--- config.mk ---
export PLATFORM = sky130hd
export DESIGN_NAME = cab_core
export DESIGN_NICKNAME = d
export VERILOG_FILES = /design/src/core/cab_pkg.sv /design/src/core/cab_alu.sv /design/src/core/cab_core.sv
export SDC_FILE = /design/constraint.sdc
export NUM_CORES = 1
export LEC_CHECK = 0
export ABC_AREA = 1
export BUFFER_PORTS_ARGS = -buffer_cell sky130_fd_sc_hd__buf_2
export CAP_MARGIN = 20
export CORE_UTILIZATION = 50
export CTS_CLUSTER_SIZE = 24
export DETAILED_ROUTE_END_ITERATION = 6
export GPL_TIMING_DRIVEN = 0
export PLACE_DENSITY_LB_ADDON = 0.08
export SLEW_MARGIN = 0
export SYNTH_ARGS = -nofsm -noshare
export SYNTH_HDL_FRONTEND = slang
export SYNTH_SLANG_ARGS = --single-unit
--- constraint.sdc ---
create_clock -name clk -period 5.3 [get_ports clk]
set_clock_uncertainty 0.15 [all_clocks]
set_input_delay 1.06 -clock clk [delete_from_list [all_inputs] [get_ports clk]]
set_output_delay 1.06 -clock clk [all_outputs]
set_load 0.005 [all_outputs]
--- src/core/cab_pkg.sv ---
// constants, opcode patterns, op enumeration and state record for the
// add/and/branch/bit-clear execution slice; assumes a 4-clk instruction cycle
// Overview of operation
// [RULE1] add with carry sums w, file, carry
// [RULE2] add with carry updates n, ov, c, dc, z
// [RULE3] destination bit: 0 to w, 1 to file
// [RULE4] bank bit: access bank or bank register
// [RULE5] extended mode, f<=5Fh: indexed literal offset
// [RULE6] and literal: w and k, n z only
// [RULE7] and with file: route by d, n z
// [RULE8] phases: decode, read, compute, write
// [RULE9] branch on carry set, flags untouched
// [RULE10] taken target is address plus 2 plus 2n
// [RULE11] taken branch adds one full nop cycle
// [RULE12] bit clear b of file, no flags
// [RULE13] c bit7 carry, dc bit3, signed overflow
// [RULE14] bit clear is read-modify-write, same cycle
package cab_pkg;

  // register port offsets
  localparam logic [3:0] CAB_REG_CTRL   = 4'h0;
  localparam logic [3:0] CAB_REG_BANK   = 4'h1;
  localparam logic [3:0] CAB_REG_W      = 4'h2;
  localparam logic [3:0] CAB_REG_STATUS = 4'h3;
  localparam logic [3:0] CAB_REG_PC_L   = 4'h4;
  localparam logic [3:0] CAB_REG_PC_M   = 4'h5;
  localparam logic [3:0] CAB_REG_PC_H   = 4'h6;
  localparam logic [3:0] CAB_REG_IDX_L  = 4'h7;
  localparam logic [3:0] CAB_REG_IDX_H  = 4'h8;
  localparam logic [3:0] CAB_REG_STATE  = 4'h9;

  // field positions
  localparam int CAB_CTRL_EXT  = 0;
  localparam int CAB_STATE_ILL = 2;
  localparam int CAB_STATE_FL  = 3;
  localparam int CAB_ST_C      = 0;
  localparam int CAB_ST_HC     = 1;
  localparam int CAB_ST_Z      = 2;
  localparam int CAB_ST_SRE    = 3;
  localparam int CAB_ST_N      = 4;

  // reset values
  localparam logic [20:0] CAB_PC_RST  = 21'h000000;
  localparam logic [7:0]  CAB_W_RST   = 8'h00;
  localparam logic [4:0]  CAB_ST_RST  = 5'h00;
  localparam logic [3:0]  CAB_BANK_RST = 4'h0;
  localparam logic [11:0] CAB_IDX_RST = 12'h000;

  // opcode patterns
  localparam logic [5:0] CAB_ENC_ADDC = 6'h08;
  localparam logic [7:0] CAB_ENC_ANDL = 8'h0B;
  localparam logic [5:0] CAB_ENC_ANDF = 6'h05;
  localparam logic [7:0] CAB_ENC_BRC  = 8'hE2;
  localparam logic [3:0] CAB_ENC_BCLR = 4'h9;

  // addressing
  localparam logic [7:0]  CAB_IDX_LIMIT   = 8'h5F;
  localparam logic [7:0]  CAB_ACC_SPLIT   = 8'h60;
  localparam logic [3:0]  CAB_ACC_LO_BANK = 4'h0;
  localparam logic [3:0]  CAB_ACC_HI_BANK = 4'hF;
  localparam logic [20:0] CAB_PC_STEP     = 21'h000002;

  // phases of one instruction cycle, one clk each
  localparam logic [1:0] CAB_Q1 = 2'h0;
  localparam logic [1:0] CAB_Q2 = 2'h1;
  localparam logic [1:0] CAB_Q3 = 2'h2;
  localparam logic [1:0] CAB_Q4 = 2'h3;

  typedef enum logic [2:0] {
    CAB_OP_NOP,
    CAB_OP_ADD_WITH_CARRY_TO_FILE,
    CAB_OP_AND_LITERAL_INTO_WORKING,
    CAB_OP_AND_WORKING_WITH_FILE,
    CAB_OP_BRANCH_ON_CARRY_SET,
    CAB_OP_CLEAR_BIT_IN_FILE
  } cab_op_type;

  typedef struct packed {
    logic [1:0]  q;
    logic [20:0] pc;
    logic [7:0]  w;
    logic [4:0]  st;
    logic [3:0]  bank;
    logic        ext;
    logic [11:0] idx;
    cab_op_type  op;
    logic        d;
    logic [2:0]  bsel;
    logic [7:0]  lit;
    logic [7:0]  res;
    logic [4:0]  fl;
    logic        flush;
    logic        taken;
    logic        mrd;
    logic        mwr;
    logic [11:0] maddr;
    logic [7:0]  mwdata;
    logic [7:0]  rdat;
    logic        done;
    logic        illegal;
  } cab_state_type;

endpackage : cab_pkg
--- src/core/cab_alu.sv ---
// arithmetic and logic for the execution slice, purely combinational
// assumes operand already chosen (file byte or literal) by the caller
`timescale 1ns/1ns
module cab_alu
  import cab_pkg::*;
(
  input  wire cab_op_type op,
  input  wire logic [7:0] w,
  input  wire logic [7:0] opnd,
  input  wire logic       carry,
  input  wire logic [2:0] bsel,
  output logic [7:0]      res,
  output logic [4:0]      fl,
  output logic [4:0]      fl_mask
);

  logic [8:0] sum9;
  logic [4:0] half5;

  always_comb begin
    sum9    = {1'b0, w} + {1'b0, opnd} + {8'h00, carry}; // RULE1
    half5   = {1'b0, w[3:0]} + {1'b0, opnd[3:0]} + {4'h0, carry};
    res     = 8'h00;
    fl      = 5'h00;
    fl_mask = 5'h00;
    case (op)
      CAB_OP_ADD_WITH_CARRY_TO_FILE: begin
        res              = sum9[7:0]; // RULE1
        fl[CAB_ST_C]     = sum9[8]; // RULE13
        fl[CAB_ST_HC]    = half5[4]; // RULE13
        fl[CAB_ST_SRE]   = (w[7] == opnd[7]) && (sum9[7] != w[7]); // RULE13
        fl[CAB_ST_N]     = sum9[7];
        fl[CAB_ST_Z]     = (sum9[7:0] == 8'h00);
        fl_mask          = 5'h1F; // RULE2
      end
      CAB_OP_AND_LITERAL_INTO_WORKING, CAB_OP_AND_WORKING_WITH_FILE: begin
        res           = w & opnd; // RULE6 RULE7
        fl[CAB_ST_N]  = res[7];
        fl[CAB_ST_Z]  = (res == 8'h00);
        fl_mask[CAB_ST_N] = 1'b1; // RULE6 RULE7
        fl_mask[CAB_ST_Z] = 1'b1;
      end
      CAB_OP_CLEAR_BIT_IN_FILE: begin
        // whole byte comes back; only the selected bit drops
        res = opnd & ~(8'h01 << bsel); // RULE12
      end
      default: begin
        res = opnd;
      end
    endcase
  end

endmodule : cab_alu

--- src/core/cab_core.sv ---
// execution slice: decode, operand read, compute and write-back
// assumes a data memory answering a read one clk later, same clock
`timescale 1ns/1ns
module cab_core
  import cab_pkg::*;
(
  input  wire logic        clk,
  input  wire logic        rst_n,
  input  wire logic [15:0] instr_word,
  input  wire logic        instr_valid,
  input  wire logic [3:0]  reg_addr,
  input  wire logic [7:0]  reg_wdata,
  input  wire logic        reg_wr,
  input  wire logic        reg_rd,
  output logic      [7:0]  reg_rdata,
  output logic      [11:0] mem_addr,
  output logic             mem_rd,
  input  wire logic [7:0]  mem_rdata,
  output logic             mem_wr,
  output logic      [7:0]  mem_wdata,
  output logic      [20:0] pc_out,
  output logic             cycle_done,
  output logic             flush_active
);

  cab_state_type s_reg;
  cab_state_type s_next;

  cab_op_type dec_op;
  logic [7:0] alu_opnd;
  logic [7:0] alu_res;
  logic [4:0] alu_fl;
  logic [4:0] alu_mask;
  logic [20:0] br_target;

  function automatic cab_op_type decode_op(input logic [15:0] iw);
    cab_op_type op;
    op = CAB_OP_NOP;
    if (iw[15:10] == CAB_ENC_ADDC) begin
      op = CAB_OP_ADD_WITH_CARRY_TO_FILE; // RULE1
    end else if (iw[15:8] == CAB_ENC_ANDL) begin
      op = CAB_OP_AND_LITERAL_INTO_WORKING; // RULE6
    end else if (iw[15:10] == CAB_ENC_ANDF) begin
      op = CAB_OP_AND_WORKING_WITH_FILE; // RULE7
    end else if (iw[15:8] == CAB_ENC_BRC) begin
      op = CAB_OP_BRANCH_ON_CARRY_SET; // RULE9
    end else if (iw[15:12] == CAB_ENC_BCLR) begin
      op = CAB_OP_CLEAR_BIT_IN_FILE; // RULE12
    end
    return op;
  endfunction : decode_op

  function automatic logic is_file_op(input cab_op_type op);
    return (op == CAB_OP_ADD_WITH_CARRY_TO_FILE) || (op == CAB_OP_AND_WORKING_WITH_FILE) ||
           (op == CAB_OP_CLEAR_BIT_IN_FILE);
  endfunction : is_file_op

  function automatic logic [11:0] file_addr(input logic a, input logic [7:0] f,
                                            input logic [3:0] bank, input logic ext,
                                            input logic [11:0] idx);
    logic [11:0] ad;
    if (a) begin
      ad = {bank, f}; // RULE4
    end else if (ext && (f <= CAB_IDX_LIMIT)) begin
      ad = 12'(idx + {4'h0, f}); // RULE5
    end else if (f < CAB_ACC_SPLIT) begin
      ad = {CAB_ACC_LO_BANK, f}; // RULE4
    end else begin
      ad = {CAB_ACC_HI_BANK, f};
    end
    return ad;
  endfunction : file_addr

  function automatic logic [7:0] reg_read(input logic [3:0] addr, input cab_state_type s);
    logic [7:0] v;
    v = 8'h00;
    case (addr)
      CAB_REG_CTRL:   v[CAB_CTRL_EXT] = s.ext;
      CAB_REG_BANK:   v = {4'h0, s.bank};
      CAB_REG_W:      v = s.w;
      CAB_REG_STATUS: v = {3'h0, s.st};
      CAB_REG_PC_L:   v = s.pc[7:0];
      CAB_REG_PC_M:   v = s.pc[15:8];
      CAB_REG_PC_H:   v = {3'h0, s.pc[20:16]};
      CAB_REG_IDX_L:  v = s.idx[7:0];
      CAB_REG_IDX_H:  v = {4'h0, s.idx[11:8]};
      CAB_REG_STATE:  v = {4'h0, s.flush, s.illegal, s.q};
      default:        v = 8'h00;
    endcase
    return v;
  endfunction : reg_read

  // literal operand only for the and-literal form
  assign alu_opnd = (s_reg.op == CAB_OP_AND_LITERAL_INTO_WORKING) ? s_reg.lit : mem_rdata;
  assign dec_op   = instr_valid ? decode_op(instr_word) : CAB_OP_NOP;
  // pc still holds the branch's own address here
  assign br_target = 21'(s_reg.pc + CAB_PC_STEP + {{12{s_reg.lit[7]}}, s_reg.lit, 1'b0}); // RULE10

  cab_alu u_alu (
    .op      (s_reg.op),
    .w       (s_reg.w),
    .opnd    (alu_opnd),
    .carry   (s_reg.st[CAB_ST_C]),
    .bsel    (s_reg.bsel),
    .res     (alu_res),
    .fl      (alu_fl),
    .fl_mask (alu_mask)
  );

  always_comb begin
    s_next      = s_reg;
    s_next.done = 1'b0;
    s_next.rdat = 8'h00;
    if (reg_rd) begin
      s_next.rdat = reg_read(reg_addr, s_reg);
    end
    // software writes first; a core commit in the same clk overrides
    if (reg_wr) begin
      case (reg_addr)
        CAB_REG_CTRL:   s_next.ext = reg_wdata[CAB_CTRL_EXT];
        CAB_REG_BANK:   s_next.bank = reg_wdata[3:0];
        CAB_REG_W:      s_next.w = reg_wdata;
        CAB_REG_STATUS: s_next.st = reg_wdata[4:0];
        CAB_REG_PC_L:   s_next.pc[7:0] = reg_wdata;
        CAB_REG_PC_M:   s_next.pc[15:8] = reg_wdata;
        CAB_REG_PC_H:   s_next.pc[20:16] = reg_wdata[4:0];
        CAB_REG_IDX_L:  s_next.idx[7:0] = reg_wdata;
        CAB_REG_IDX_H:  s_next.idx[11:8] = reg_wdata[3:0];
        CAB_REG_STATE: begin
          if (reg_wdata[CAB_STATE_ILL]) begin
            s_next.illegal = 1'b0;
          end
        end
        default: begin
        end
      endcase
    end
    case (s_reg.q)
      CAB_Q1: begin
        s_next.q = CAB_Q2; // RULE8
        if (s_reg.flush) begin
          s_next.op = CAB_OP_NOP; // RULE11
        end else begin
          s_next.op = dec_op; // RULE8
          // set beats a same-clk software clear
          if (instr_valid && (dec_op == CAB_OP_NOP)) begin
            s_next.illegal = 1'b1;
          end
        end
        s_next.d     = instr_word[9]; // RULE3
        s_next.bsel  = instr_word[11:9];
        s_next.lit   = instr_word[7:0];
        s_next.maddr = file_addr(instr_word[8], instr_word[7:0], s_reg.bank, s_reg.ext,
                                 s_reg.idx); // RULE4 RULE5
        s_next.mrd   = !s_reg.flush && is_file_op(dec_op); // RULE8 RULE14
      end
      CAB_Q2: begin
        s_next.q   = CAB_Q3;
        s_next.mrd = 1'b0;
      end
      CAB_Q3: begin
        s_next.q      = CAB_Q4; // RULE8
        s_next.res    = alu_res;
        s_next.fl     = (s_reg.st & ~alu_mask) | (alu_fl & alu_mask); // RULE2 RULE9 RULE12
        s_next.mwdata = alu_res;
        s_next.mwr    = (s_reg.op == CAB_OP_CLEAR_BIT_IN_FILE) ||
                        (is_file_op(s_reg.op) && s_reg.d); // RULE3 RULE14
        s_next.taken  = (s_reg.op == CAB_OP_BRANCH_ON_CARRY_SET) && s_reg.st[CAB_ST_C]; // RULE9
        s_next.done   = 1'b1;
      end
      CAB_Q4: begin
        s_next.q     = CAB_Q1;
        s_next.mwr   = 1'b0;
        s_next.taken = 1'b0;
        if ((s_reg.op == CAB_OP_AND_LITERAL_INTO_WORKING) ||
            ((s_reg.op == CAB_OP_ADD_WITH_CARRY_TO_FILE) && !s_reg.d) ||
            ((s_reg.op == CAB_OP_AND_WORKING_WITH_FILE) && !s_reg.d)) begin
          s_next.w = s_reg.res; // RULE3 RULE6
        end
        if ((s_reg.op == CAB_OP_ADD_WITH_CARRY_TO_FILE) ||
            (s_reg.op == CAB_OP_AND_LITERAL_INTO_WORKING) ||
            (s_reg.op == CAB_OP_AND_WORKING_WITH_FILE)) begin
          s_next.st = s_reg.fl; // RULE2
        end
        if (s_reg.flush) begin
          // nop cycle after a jump: pc already points at the target
          s_next.flush = 1'b0; // RULE11
        end else if (s_reg.taken) begin
          s_next.pc    = br_target; // RULE10 RULE11
          s_next.flush = 1'b1; // RULE11
        end else begin
          s_next.pc = 21'(s_reg.pc + CAB_PC_STEP);
        end
      end
      default: begin
        s_next.q = CAB_Q1;
      end
    endcase
  end

  always_ff @(posedge clk) begin
    if (!rst_n) begin
      s_reg         <= '0;
      s_reg.q       <= CAB_Q1;
      s_reg.pc      <= CAB_PC_RST;
      s_reg.w       <= CAB_W_RST;
      s_reg.st      <= CAB_ST_RST;
      s_reg.bank    <= CAB_BANK_RST;
      s_reg.idx     <= CAB_IDX_RST;
      s_reg.op      <= CAB_OP_NOP;
    end else begin
      s_reg <= s_next;
    end
  end

  assign reg_rdata    = s_reg.rdat;
  assign mem_addr     = s_reg.maddr;
  assign mem_rd       = s_reg.mrd;
  assign mem_wr       = s_reg.mwr;
  assign mem_wdata    = s_reg.mwdata;
  assign pc_out       = s_reg.pc;
  assign cycle_done   = s_reg.done;
  assign flush_active = s_reg.flush;
endmodule : cab_core

Word-level counts from Yosys, hierarchy flattened
Index checks and enable logic that the tools add are counted.
{"block": "word_totals", "out_inout_bits": 53, "elab_cells": 148, "reg_bits": 107, "in_bits": 41}
{"block": "classes", "n_eq_ne": 27, "n_reduce_logical": 33, "order_cmp": 2, "bitwise": 7, "mux": 49, "add_sub_neg": 7, "shift": 1}
{"operator": "$pmux W7 S9", "n": 1}
{"operator": "$mux W51", "n": 1}
{"operator": "$mux W8", "n": 6}
{"operator": "$mux W21", "n": 2}
{"operator": "$mux W12", "n": 3}
{"operator": "$mux W34", "n": 1}
{"operator": "$pmux W8 S3", "n": 1}
{"operator": "$add A21 B2 Y21 const B", "n": 1}
{"operator": "$add A21 B21 Y21", "n": 1}
{"operator": "$mux W3", "n": 7}
{"operator": "$and A8 B8 Y8", "n": 2}
{"operator": "$eq A4 B3 Y1 const B", "n": 4}
{"operator": "$logic_not A8 Y1", "n": 2}
{"operator": "$mux W5", "n": 3}
{"operator": "$mux W1", "n": 13}
{"operator": "$add A12 B8 Y12", "n": 1}
{"operator": "$eq A4 B4 Y1 const B", "n": 3}
{"operator": "$and A5 B5 Y5", "n": 2}
{"operator": "$pmux W1 S10", "n": 1}
{"operator": "$pmux W1 S2", "n": 5}
{"operator": "$reduce_and A2 Y1", "n": 5}
{"operator": "$add A8 B8 Y9", "n": 1}
{"operator": "$add A9 B1 Y9", "n": 1}
{"operator": "$eq A3 B2 Y1 const B", "n": 3}
{"operator": "other kinds (32)", "n": 56}

Depth between registers and ports, before layout
Gate-level depths: netlist of the first run.
{"block": "depth", "word_depth": 12, "mapped_depth": 21, "ltp_nobuf": 21}

Cells and area by module
Synthesis of the first run repeated with hierarchy kept, for this count alone.
{"block": "hier_totals", "hier_cells": 1307, "hier_area_um2": 8379.3}
{"mod": "cab_core", "instances": 1, "cells_per_inst": 1168, "area_each_um2": 7611.0, "seq_area_each_um2": 2122.0}
{"mod": "cab_alu", "instances": 1, "cells_per_inst": 139, "area_each_um2": 768.2, "seq_area_each_um2": 0.0}

Worst setup path after synthesis of the first run
No wires, ideal clock.
{"block": "synth_path", "path_type": "input to register", "start": "in mem_rdata[0]", "end": "reg s_reg, in the netlist mem_wdata[6]", "setup_time_ns": 0.070, "n_path_buf": 0, "arrival_ns": 2.707, "path_slack_ns": 2.373, "cell_stages": 10, "required_time_ns": 5.080, "path_cell_list": "mux2_2 fa_1 inv_1 fa_1 inv_1 nand4_1 nand2_1 xor2_1 or2_2 a21oi_1"}
{"block": "synth_between", "elab_chain_cells": 4}
{"item": "from (decl)", "line": "cab_core.sv:18", "rtl": "input wire logic [7:0] mem_rdata,"}
{"item": "$mux W8", "line": "cab_core.sv:94", "rtl": "assign alu_opnd = (s_reg.op == CAB_OP_AND_LITERAL_INTO_WORKING) ? s_reg.lit : mem_rdata;"}
{"item": "$add A8 B8 Y9", "line": "cab_alu.sv:21", "rtl": "sum9 = {1'b0, w} + {1'b0, opnd} + {8'h00, carry};"}
{"item": "$add A9 B1 Y9", "line": "cab_alu.sv:21"}
{"item": "$pmux W8 S3", "line": "cab_alu.sv:26", "rtl": "case (op)"}
{"item": "to (signal assigned)", "line": "cab_core.sv:212", "rtl": "s_reg <= s_next;"}
{"item": "to (decl)", "line": "cab_core.sv:26", "rtl": "cab_state_type s_reg;"}
Every way passes these cells.
A chain may end at the register's enable or synchronous reset.

Worst setup path after layout of the first run
{"block": "layout_path", "start": "reg s_reg, in the netlist pc_out[2]", "end": "reg s_reg, in the netlist pc_out[20]"}
{"block": "layout_between", "elab_chain_cells": 5}
{"item": "$add A21 B2 Y21 *", "line": "cab_core.sv:97, cab_core.sv:192"}
{"item": "$add A21 B21 Y21", "line": "cab_core.sv:97", "rtl": "assign br_target = 21'(s_reg.pc + CAB_PC_STEP + {{12{s_reg.lit[7]}}, s_reg.lit, 1'b0});"}
{"item": "$mux W21 *", "line": "cab_core.sv:188", "rtl": "end else if (s_reg.taken) begin"}
{"item": "$mux W21 *", "line": "cab_core.sv:185", "rtl": "if (s_reg.flush) begin"}
{"item": "$mux W34 *", "line": "cab_core.sv:138", "rtl": "case (s_reg.q)"}
Mark *: on every way between the ends. The rest lies on a longest branch, timed or not.

==> impl_results.md, run 1 <==
* Top cell type's share of synthesized area at 0.263
* Tightest Pin Transition at 889 ps
* CTS Buf Count at 9
* Post-layout util at 0.575
* Final worst path period need at 3440 ps
* Crit. End Element: flip-flop
* Number of synthesized flops with an enable pin at 0
* I/O Buffers at 91
* Vias at 8752
* Antenna violations before repair at 2
* Drt total wl at 27800 um
* Post-DR vias/cell at 5.55
* Unrepaired setup endpoints after global routing: no
* Post-CTS resize count at 0
* Kind of critical path: flip-flop to flip-flop
* Total power at 2.72 mW
* Nets@finish at 1444
* Clock-pin slew on the worst setup and hold paths at 80 ps
* Arr. time, crit path at 3560 ps
* Final period util at 0.649
* Synthesized Nets at 1342
* Seq/Total Area, Yosys at 0.263
* Max FO, Critical Path at 6
* Yosys warns at 0
* CTS root buffer: clkbuf_16
* Synth cell types at 47
* Headroom to the max-slew limit at 0.407
* GRT Util Overall at 0.340
* Clock Latency Late Sink at 370 ps
* DR DRC count at 0
* Clk buf depth at 2
* Synth Cell Area at 8060 um2
* Number of antenna diodes at 0
* Setup TNS at 0 ps
* Req. time, crit path at 5420 ps
* Flop2flop setup slack at 1860 ps
* Gr ovfl total at 0
* Most frequent cells after synthesis: nand2_1 (260), inv_1 (161), a21oi_1 (143)
* Final Hold Fails at 0
* Largest register FFs at 53
* Avg WL per Cell at 17.6 um
* Final setup vio count at 0
* Post-synthesis register bit count at 106
* Worst vdd ir at 158 uV
* DIE AREA at 16600 um2
* Cts hold-fix bufs at 0
* Worst min-delay path class: flip-flop to flip-flop
* Hold slack at 322 ps
* CTS sink count at 106
* FP Rows at 46
* Layout area overhead at 13.0%
* Library cell with the highest instance count after synthesis: nand2_1
* Outcome: finished clean
* Drt pass-1 iters at 5
* Layout cells sized above 1 at 0.144
* Final Max Tran Viols at 0
* Async set-reset flop share out of synthesis at 0
* Horiz. Die Dim at 129 um
* Core ar. at 15800 um2
* Maximum level of the CTS H-tree at 3
* Worst setup margin at 1860 ps
* Final HPWL DP at 22300 um
* Vias in the first global route at 7736
* Iter 0 DRT Violations at 739
* Pwr Density at 299 nW/um2
* Max-cap violations at 0
* Initial core utilization at 0.509
* Count of boundary I/O pins at 94
* Mean Syn Cell Area at 6.43 um2
* First-pass GRT wire length at 42400 um
* Synth Instances at 1253
* Highest clock rate at 291 MHz
* DP Worst Slack at 1980 ps
* ANT nets after route at 0
* Die height at 129 um
* TritonCTS clock tree: yes
* Cell taking the most area after synthesis: dfxtp_1
* Top_reg_cell synth: dfxtp_1
* Placer Congestion at 0.962
* Leak at 4.44 nW
* Startpoint Class: flip-flop
* Largest net degree at the start of global routing at 21
* Synth top area cells: dfxtp_1 (26%), nand2_1 (12%), a21oi_1 (8.9%), inv_1 (7.5%), o21ai_0 (7.2%)
* Postcts setup bufs at 0
==> metrics by stage <==
| stage | instance area, um2 | cells |
|---|---|---|
| finish | 9110 | 1576 |
| global route | 9110 | 1576 |
| CTS | 9110 | 1576 |
| detailed placement | 8790 | 1560 |
| global placement | 8790 | 1560 |
| floorplan | 8060 | 1253 |
==> placed cells by master (no fill, tap or decap), types with 2 or more instances in the layout <==
master,n
o21bai_1,5
mux2_2,3
dfxtp_1,106
o22ai_1,12
inv_2,6
nand3b_1,4
clkinv_1,2
a31oi_1,6
a21o_1,4
nand2_1,260
buf_4,49
and2_1,2
nor2_1,85
or2_2,6
nor2_4,3
inv_6,2
nor2_2,3
o21ai_1,5
nand3_1,85
a221oi_1,6
a211oi_1,3
nand4_1,16
o21ai_0,116
buf_2,100
a21oi_1,143
xor2_1,13
nor4_1,2
a21boi_0,2
fa_1,4
clkinv_8,2
clkbuf_1,19
nand2_2,6
clkbuf_16,9
xnor2_1,9
inv_1,161
o211ai_1,19
ha_1,44
nor3_1,23
==> kinds of logic (layout without fill, tap and decap cells) <==
logic type	after synthesis	after routing	share of synthesized area
flip-flops	106	106	0.263
adder cells (fa/ha/maj)	48	48	0.0782
AO/OA/AOI/OAI	327	327	0.222
XOR/XNOR	22	22	0.0239
buffers and inverters	248	355	0.141
multiplexers	4	4	0.00605
AND/OR/NAND/NOR	498	498	0.266
==> path summary, 6_finish.rpt <==
check | to | depth (start not counted) | startpoint
max | pc_out[20]$_SDFF_PN0_ | 20 | pc_out[2]$_SDFF_PN0_
min | mem_addr[7]$_SDFFE_PN0P_ | 2 | mem_addr[7]$_SDFFE_PN0P_
max reg2reg | pc_out[20]$_SDFF_PN0_ | 20 | pc_out[2]$_SDFF_PN0_
min reg2reg | mem_addr[7]$_SDFFE_PN0P_ | 2 | mem_addr[7]$_SDFFE_PN0P_
==> critical path: stages, from the launching register on <==
cell and delay, ps:
dfxtp_1 520, ha_1 260, nand2_1 110, nor2_1 180
nand2_1 160, nor2_1 240, nand2_1 100, o21ai_0 260
inv_1 80, ha_1 360, nand2_1 90, inv_1 80
nand2_1 70, nor2_1 150, nand4_1 110, nand3_1 170
inv_1 50, nand2_1 60, nand3_1 60, nand2_1 60
inv_1 30
==> power by group <==
group | switching, mW | internal, mW
Combinational | 0.578 | 0.370
Sequential | 0.143 | 0.901
Clock | 0.352 | 0.381
Total | 1.07 | 1.65
==> area by class of cell <==
| class | count | area (um2) |
|---|---|---|
| Fill cell | 1700 | 6720 |
| Multi-Input combinational cell | 899 | 4810 |
| Sequential cell | 106 | 2120 |
| Inverter | 169 | 634 |
| Buffer | 79 | 499 |
| Timing Repair Buffer | 91 | 455 |
| Tap cell | 216 | 270 |
| Clock buffer | 9 | 225 |
| Clock inverter | 7 | 96.3 |
==> metal layers <==
layer  up-vias  wire length [um]  global-route usage
met1      3967             12600               0.462
met5         -                26                   0
met3        73              1810              0.0387
met2       352             12300               0.535
li1       4356                 -                   -
met4         4              1090               0.168
Power figures use the tool's default switching activity.
==> run 2, diff against run 1 <==
--- a/config.mk
+++ b/config.mk
@@ -5,7 +5,7 @@
 export SDC_FILE = /design/constraint.sdc
 export NUM_CORES = 1
 export LEC_CHECK = 0
-export ABC_AREA = 1
+export ABC_AREA = 0
 export BUFFER_PORTS_ARGS = -buffer_cell sky130_fd_sc_hd__buf_2
 export CAP_MARGIN = 20
 export CORE_UTILIZATION = 50
==> constraint.sdc (replaced) <==
create_clock -name clk -period 2.87 [get_ports clk]
set_clock_uncertainty 0.15 [all_clocks]
set_input_delay 0.574 -clock clk [delete_from_list [all_inputs] [get_ports clk]]
set_output_delay 0.574 -clock clk [all_outputs]
set_load 0.005 [all_outputs]
==> run 2 against run 1 <==
Effect of this change: the flow now finishes with violations (setup timing); sequential power is 82% higher; non-clock buffer count rose by 66; worst hold slack got worse by 16 ps; critical path depth shrank 8; via count is 9.1% lower; maximum frequency increased by 5.5%; clock power increased by 62%; power is 79% higher; cell count down 17%; core utilization grew 6.7 points; critical endpoint unchanged; largest power group unchanged.
==> impl_results.md, run 2 <==
* Clk buf depth at 2 (unchanged)
* DIE AREA at 16100 um2 (-3.4%)
* FP Rows at 45 (-2.2%)
* Largest register FFs at 53 (unchanged)
* Cell taking the most area after synthesis: dfxtp_1
* Clock-pin slew on the worst setup and hold paths at 70 ps (about the same)
* Fillers at 1336 (-21%)
* Nets@finish at 1200 (-17%)
* Worst vdd ir at 353 uV (+120%)
* Outcome: complete, but fails checks
* Post-DR vias/cell at 6.11 (+10%)
* Maximum level of the CTS H-tree at 3 (unchanged)
* Count of boundary I/O pins at 94 (unchanged)
* Synthesized Nets at 1044 (-22%)
* Cts hold-fix bufs at 0 (unchanged)
* Most frequent cells after synthesis: nor2_1 (107), dfxtp_1 (106), nand2_1 (73)
* Gr ovfl total at 0 (unchanged)
* Most frequent cells in the layout: buf_4 (102), nor2_1 (100), buf_2 (95)
* Crit path from: pc_out[10]$_SDFF_PN0_
* Synth cell types at 76 (+62%)
* Req. time, crit path at 2950 ps (-2470 ps)
* Top_reg_cell synth: dfxtp_1
* Avg WL per Cell at 20.6 um (+17%)
* Largest net degree at the start of global routing at 23 (+9.5%)
* Placer Congestion at 0.952 (-1.0%)
* Synth Cell Area at 7780 um2 (-3.4%)
* DP Worst Slack at -534 ps (-2510 ps)
* Max FO, Critical Path at 3 (-3)
* FF-to-FF Start: pc_out[10]$_SDFF_PN0_
* Flop2flop setup slack at -390 ps (-2250 ps)
* Critical path destination: pc_out[20]$_SDFF_PN0_
* Startpoint Class: flip-flop
* First-pass GRT wire length at 40200 um (-5.1%)
* Highest clock rate at 307 MHz (+5.5%)
* Pwr Density at 499 nW/um2 (+67%)
* Yosys warns at 0 (unchanged)
* Core ar. at 15200 um2 (-4.0%)
* Dpl cells at 1233 (-21%)
* FF+latch area at 2170 um2 (+2.5%)
* Mean Syn Cell Area at 8.15 um2 (+27%)
* Post-synthesis register bit count at 106 (unchanged)
* DR DRC count at 0 (unchanged)
* Multi-input logic area at 5560 um2 (+16%)
* Drt pass-1 iters at 5 (unchanged)
* Async set-reset flop share out of synthesis at 0 (unchanged)
* Clock Latency Late Sink at 360 ps (about the same)
* Worst setup margin at -392 ps (-2250 ps)
* Top cell type's share of synthesized area at 0.273 (+0.00935)
* Max-cap violations at 0 (unchanged)
* Seq/Total Area, Yosys at 0.273 (+0.00935)
* Crit. End Element: flip-flop
* R2r worst-path depth at 12 (-40%)
* Layout area overhead at 25.5%
* Failing checks: setup timing
* ANT nets after route at 0 (unchanged)
* Kind of critical path: flip-flop to flip-flop
* Final Max Tran Viols at 0 (unchanged)
* Layout cells sized above 1 at 0.305 (+0.161)
* Antenna violations before repair at 0 (-2)
* Arr. time, crit path at 3340 ps (-220 ps)
* Final worst path period need at 3260 ps (-178 ps)
* Number of antenna diodes at 0 (unchanged)
* Unrepaired setup endpoints after global routing: yes
* CTS root buffer: clkbuf_16
* Leak at 4.21 nW (-5.0%)
* Worst min-delay path class: flip-flop to flip-flop
* Initial core utilization at 0.512 (+0.00277)
* Final Hold Fails at 0 (unchanged)
* Die height at 127 um (-1.7%)
* Final HPWL DP at 19100 um (-14%)
* Vias at 7958 (-9.1%)
* Vias in the first global route at 7249 (-6.3%)
* CTS sink count at 106 (unchanged)
* TritonCTS clock tree: yes
* Post-layout util at 0.643 (+0.0673)
* Final setup vio count at 9 (+9)
* Tightest Pin Transition at 899 ps (+9.75 ps)
* Synth Instances at 955 (-24%)
* Drt total wl at 26800 um (-3.4%)
* Headroom to the max-slew limit at 0.398 (-0.00895)
* Synth top area cells: dfxtp_1 (27%), mux2i_1 (8.4%), ha_1 (7.1%), nor2_1 (5.2%), buf_4 (4.7%)
* R2r endpoint: pc_out[20]$_SDFF_PN0_
* Horiz. Die Dim at 127 um (-1.7%)
* CTS Buf Count at 9 (unchanged)
* Library cell with the highest instance count after synthesis: nor2_1
* GRT Util Overall at 0.328 (-0.0127)
* Final period util at 1.14 (+0.487)
* I/O Buffers at 90 (-1.1%)
* Post-Layout Cell Count at 1303 (-17%)
* Commonest non-fill, non-tap cell in the layout: buf_4
* Number of synthesized flops with an enable pin at 0 (unchanged)
* Iter 0 DRT Violations at 648 (-12%)
[run 2: cell types whose count changed after synthesis, sizes merged, moves of 26 or more]
cell    delta
a211oi    +26
nand2    -193
inv      -141
nand3     -57
a21oi     -79
mux2i     +65
o21ai     -66
[run 2: logic make-up (layout without fill, tap and decap cells)]
logic type / after synthesis / after routing / synth area share
compound gates: 258 / 258 / 0.220
mux: 83 / 83 / 0.114
xor+xnor: 46 / 46 / 0.0518
flops: 106 / 106 / 0.273
simple gates: 293 / 293 / 0.178
fa+ha+maj: 48 / 48 / 0.0810
buf+inv: 121 / 281 / 0.0831
[run 2: repair_timing]
action | CTS | global route
setup endpoints to repair | 19 | 21
setup buffers | 38 | 18
gates resized for setup | 71 | 44
pin swaps | 40 | 28
hold endpoints to repair | 0 | 0
[run 2: area by class of cell]
type / count / share of cell area
buffer: 90 / 0.0548
clock buffer: 10 / 0.0234
clock inverter: 5 / 0.00397
inverter: 30 / 0.0115
multi-input combinational: 728 / 0.569
sequential: 106 / 0.223
tap: 188 / 0.0241
timing repair buffer: 146 / 0.0912
[run 2: through the flow]
step	area (um2)	hold slack, ps	TNS, ps	total power, mW
floorplan	7850	286	-146	2.89
global placement	8540	299	-6660	3.40
detailed placement	8540	301	-6430	3.40
CTS	9410	311	-1580	4.73
global route	9770	338	-3390	5.11
finish	9770	306	-1920	4.87
[run 2: how the worst min path moves through the flow]
stage	slack [ps]	end	start	depth (start not counted)
after CTS	310	s_reg[75]$_SDFFE_PN0P_	s_reg[75]$_SDFFE_PN0P_	2
after floorplan	290	s_reg[75]$_SDFFE_PN0P_	s_reg[75]$_SDFFE_PN0P_	2
after global placement	300	s_reg[75]$_SDFFE_PN0P_	s_reg[75]$_SDFFE_PN0P_	2
after detailed placement	300	s_reg[75]$_SDFFE_PN0P_	s_reg[75]$_SDFFE_PN0P_	2
after global routing	340	s_reg[75]$_SDFFE_PN0P_	s_reg[75]$_SDFFE_PN0P_	2
final	310	s_reg[75]$_SDFFE_PN0P_	s_reg[75]$_SDFFE_PN0P_	2
[run 2: critical path: stages, from the launching register on]
cell      delay, ps
dfxtp_4         360
and4_4          240
nand4_1         230
nor3_4          330
and3_4          260
xor2_4           90
ha_4            300
nand4_1         110
or3_1           320
a311o_2         310
o211ai_1        180
xnor2_1         160
a21oi_1          80
[run 2: power by group]
part	total [mW]	internal [mW]	leakage, nW	switching, mW
combinational	1.80	0.854	3.21	0.943
clock	1.19	0.592	0.129	0.598
sequential	1.89	1.65	0.875	0.239
total	4.87	3.09	4.21	1.78
[run 2: routing by layer]
| metal | up-vias | share of wire | track usage |
|---|---|---|---|
| met5 | - | 0 | 0 |
| met4 | 0 | 0.049 | 0.166 |
| met3 | 97 | 0.080 | 0.0603 |
| met2 | 396 | 0.44 | 0.513 |
| met1 | 3751 | 0.43 | 0.432 |
| li1 | 3714 | - | - |
==> run 3, diff against run 2 <==
--- a/config.mk
+++ b/config.mk
@@ -5,13 +5,12 @@
 export SDC_FILE = /design/constraint.sdc
 export NUM_CORES = 1
 export LEC_CHECK = 0
-export ABC_AREA = 0
+export ABC_AREA = 1
 export BUFFER_PORTS_ARGS = -buffer_cell sky130_fd_sc_hd__buf_2
 export CAP_MARGIN = 20
-export CORE_UTILIZATION = 50
+export CORE_UTILIZATION = 30
 export CTS_CLUSTER_SIZE = 24
 export DETAILED_ROUTE_END_ITERATION = 6
-export GPL_TIMING_DRIVEN = 0
 export PLACE_DENSITY_LB_ADDON = 0.08
 export SLEW_MARGIN = 0
 export SYNTH_ARGS = -nofsm -noshare
==> run 3 against run 2 <==
Effect of this change: the flow finishes with violations (DRC); global-route usage is 10 points lower; sequential share of layout area is 0.17 points higher; via count is 5.7% higher; wire length is 16% higher; maximum frequency is 20% higher; worst setup slack better by 540 ps; worst hold slack better by 6.6 ps; core utilization is 28 points lower; first-iteration DRC count is 24% lower; cell area is 2.8% lower; critical path type unchanged.
==> impl_results.md, run 3 (synthesis gave the netlist of run 1 again) <==
* Headroom to the max-slew limit at 0.455 (+0.0574)
* Postcts setup bufs at 0 (-100%)
* Clk buf depth at 2 (unchanged)
* Dpl cells at 1663 (+35%)
* Worst setup margin at 149 ps (+541 ps)
* Leak at 4.48 nW (+6.3%)
* Kind of critical path: flip-flop to flip-flop
* Largest net degree at the start of global routing at 71 (+210%)
* R2r endpoint: s_reg[36]$_SDFFE_PN0P_
* Vias at 8415 (+5.7%)
* Unrepaired setup endpoints after global routing: yes
* Final setup vio count at 0 (-9)
* Core ar. at 26200 um2 (+72%)
* Largest register FFs at 53 (unchanged)
* Cts hold-fix bufs at 0 (unchanged)
* Post-Layout Cell Count at 1679 (+29%)
* Maximum level of the CTS H-tree at 3 (unchanged)
* Max-cap violations at 0 (unchanged)
* FF-to-FF Start: s_reg[59]$_SDFFE_PN0P_
* Max FO, Critical Path at 5 (+2)
* Layout cells sized above 1 at 0.190 (-0.114)
* Iter 0 DRT Violations at 493 (-24%)
* DP Worst Slack at -152 ps (+382 ps)
* Crit. End Element: flip-flop
* TritonCTS clock tree: yes
* DIE AREA at 27500 um2 (+71%)
* Final Max Tran Viols at 0 (unchanged)
* Pwr Density at 545 nW/um2 (+9.2%)
* Startpoint Class: flip-flop
* Worst min-delay path class: flip-flop to flip-flop
* Final Hold Fails at 0 (unchanged)
* Post-layout util at 0.362 (-0.280)
* Commonest non-fill, non-tap cell in the layout: nand2_1
* Hold_sp: mem_addr[7]$_SDFFE_PN0P_
* Count of boundary I/O pins at 94 (unchanged)
* Placer Congestion at 0.886 (-6.9%)
* Highest clock rate at 368 MHz (+20%)
* Clock-pin slew on the worst setup and hold paths at 80 ps (about the same)
* Vias in the first global route at 8207 (+13%)
* I/O Buffers at 93 (+3.3%)
* Failing checks: DRC
* Flop2flop setup slack at 150 ps (+540 ps)
* DR DRC count at 6 (+6)
* Most frequent cells in the layout: nand2_1 (252), inv_1 (161), a21oi_1 (134)
* Layout area overhead at 17.8%
* Outcome: complete, but fails checks
* Antenna violations before repair at 0 (unchanged)
* Final HPWL DP at 24900 um (+30%)
* Placed cell area at 8920 um2 (+4.4%)
* R2r worst-path depth at 14 (+2)
* Hold path depth at 2 (unchanged)
* Clock Latency Late Sink at 360 ps (about the same)
* Drt pass-1 iters at 7 (+2)
* Worst vdd ir at 300 uV (-15%)
* Final worst path period need at 2720 ps (-541 ps)
* Final period util at 0.948 (-0.188)
* First-pass GRT wire length at 47500 um (+18%)
* Initial core utilization at 0.308 (-0.204)
* Nets@finish at 1428 (+19%)
* ANT nets after route at 0 (unchanged)
* Arr. time, crit path at 2870 ps (-470 ps)
* Number of antenna diodes at 0 (unchanged)
* Die height at 166 um (+31%)
* Horiz. Die Dim at 166 um (+31%)
* CTS Buf Count at 9 (unchanged)
* Tightest Pin Transition at 817 ps (-82.0 ps)
* Post-DR vias/cell at 5.01 (-18%)
* FP Rows at 59 (+31%)
* Final Cell Area at 9500 um2 (-2.8%)
* Avg WL per Cell at 18.5 um (-10%)
* Gr ovfl total at 0 (unchanged)
* Req. time, crit path at 3020 ps (+70 ps)
* CTS root buffer: clkbuf_16
* CTS sink count at 106 (unchanged)
* Drt total wl at 31100 um (+16%)
* Hold endpoint: mem_addr[7]$_SDFFE_PN0P_
* GRT Util Overall at 0.226 (-0.102)
==> run 3: per-stage QoR <==
stage | TNS, ps | hold slack [ps] | power, mW
final | 0 | 313 | 5.17
after global routing | -140 | 334 | 5.51
after CTS | 0 | 314 | 5.11
after detailed placement | -408 | 302 | 3.70
after global placement | -421 | 301 | 3.72
after floorplan | 0 | 287 | 3.04
==> run 3: worst max-delay path, cell delays in order (launching register included) <==
cell,delay (ps)
dfxtp_1,360
inv_1,110
nand2_4,110
mux2_2,380
fa_1,400
inv_1,90
fa_2,200
inv_1,60
nand3_1,70
nand2_1,120
xnor2_1,190
nand3_1,90
nor2_1,140
nand3_1,80
a21oi_1,110
==> run 3: layer usage <==
layer	GRT usage	up-vias	wire length [um]	part of all wire
li1	-	4314	-	-
met1	0.303	3859	14800	0.48
met2	0.368	199	14200	0.46
met3	0.0276	43	1220	0.039
met4	0.0878	0	928	0.030
met5	0	-	0	0
==> run 3: area by class of cell <==
type / count / area, um2
Clock buffer: 10 / 229
Sequential cell: 106 / 2130
Fill cell: 2879 / 16700
Clock inverter: 6 / 87.6
Timing Repair Buffer: 154 / 936
Inverter: 169 / 634
Multi-Input combinational cell: 899 / 5060
Tap cell: 335 / 419
==> run 3: worst max-delay path by stage <==
stage	start	end	slack (ps)	cells after the start
floorplan	s_reg[60]$_SDFFE_PN0P_	mem_wdata[6]$_SDFFE_PN0P_	190	14
global placement	pc_out[2]$_SDFF_PN0_	pc_out[11]$_SDFF_PN0_	-170	13
detailed placement	pc_out[2]$_SDFF_PN0_	pc_out[11]$_SDFF_PN0_	-150	13
CTS	pc_out[1]$_SDFF_PN0_	pc_out[14]$_SDFF_PN0_	9	15
global route	pc_out[1]$_SDFF_PN0_	pc_out[20]$_SDFF_PN0_	-50	19
finish	s_reg[59]$_SDFFE_PN0P_	s_reg[36]$_SDFFE_PN0P_	150	14
==> run 3: timing repair <==
item                       CTS  global route
setup endpoints to repair    5            17
pin swaps                    0             9
resized for setup            7            59
==> run 3: report_power, final <==
group	total (mW)	internal (mW)	switching [mW]
combinational	1.88	0.721	1.16
clock	1.40	0.771	0.624
sequential	1.89	1.67	0.229
total	5.17	3.16	2.01
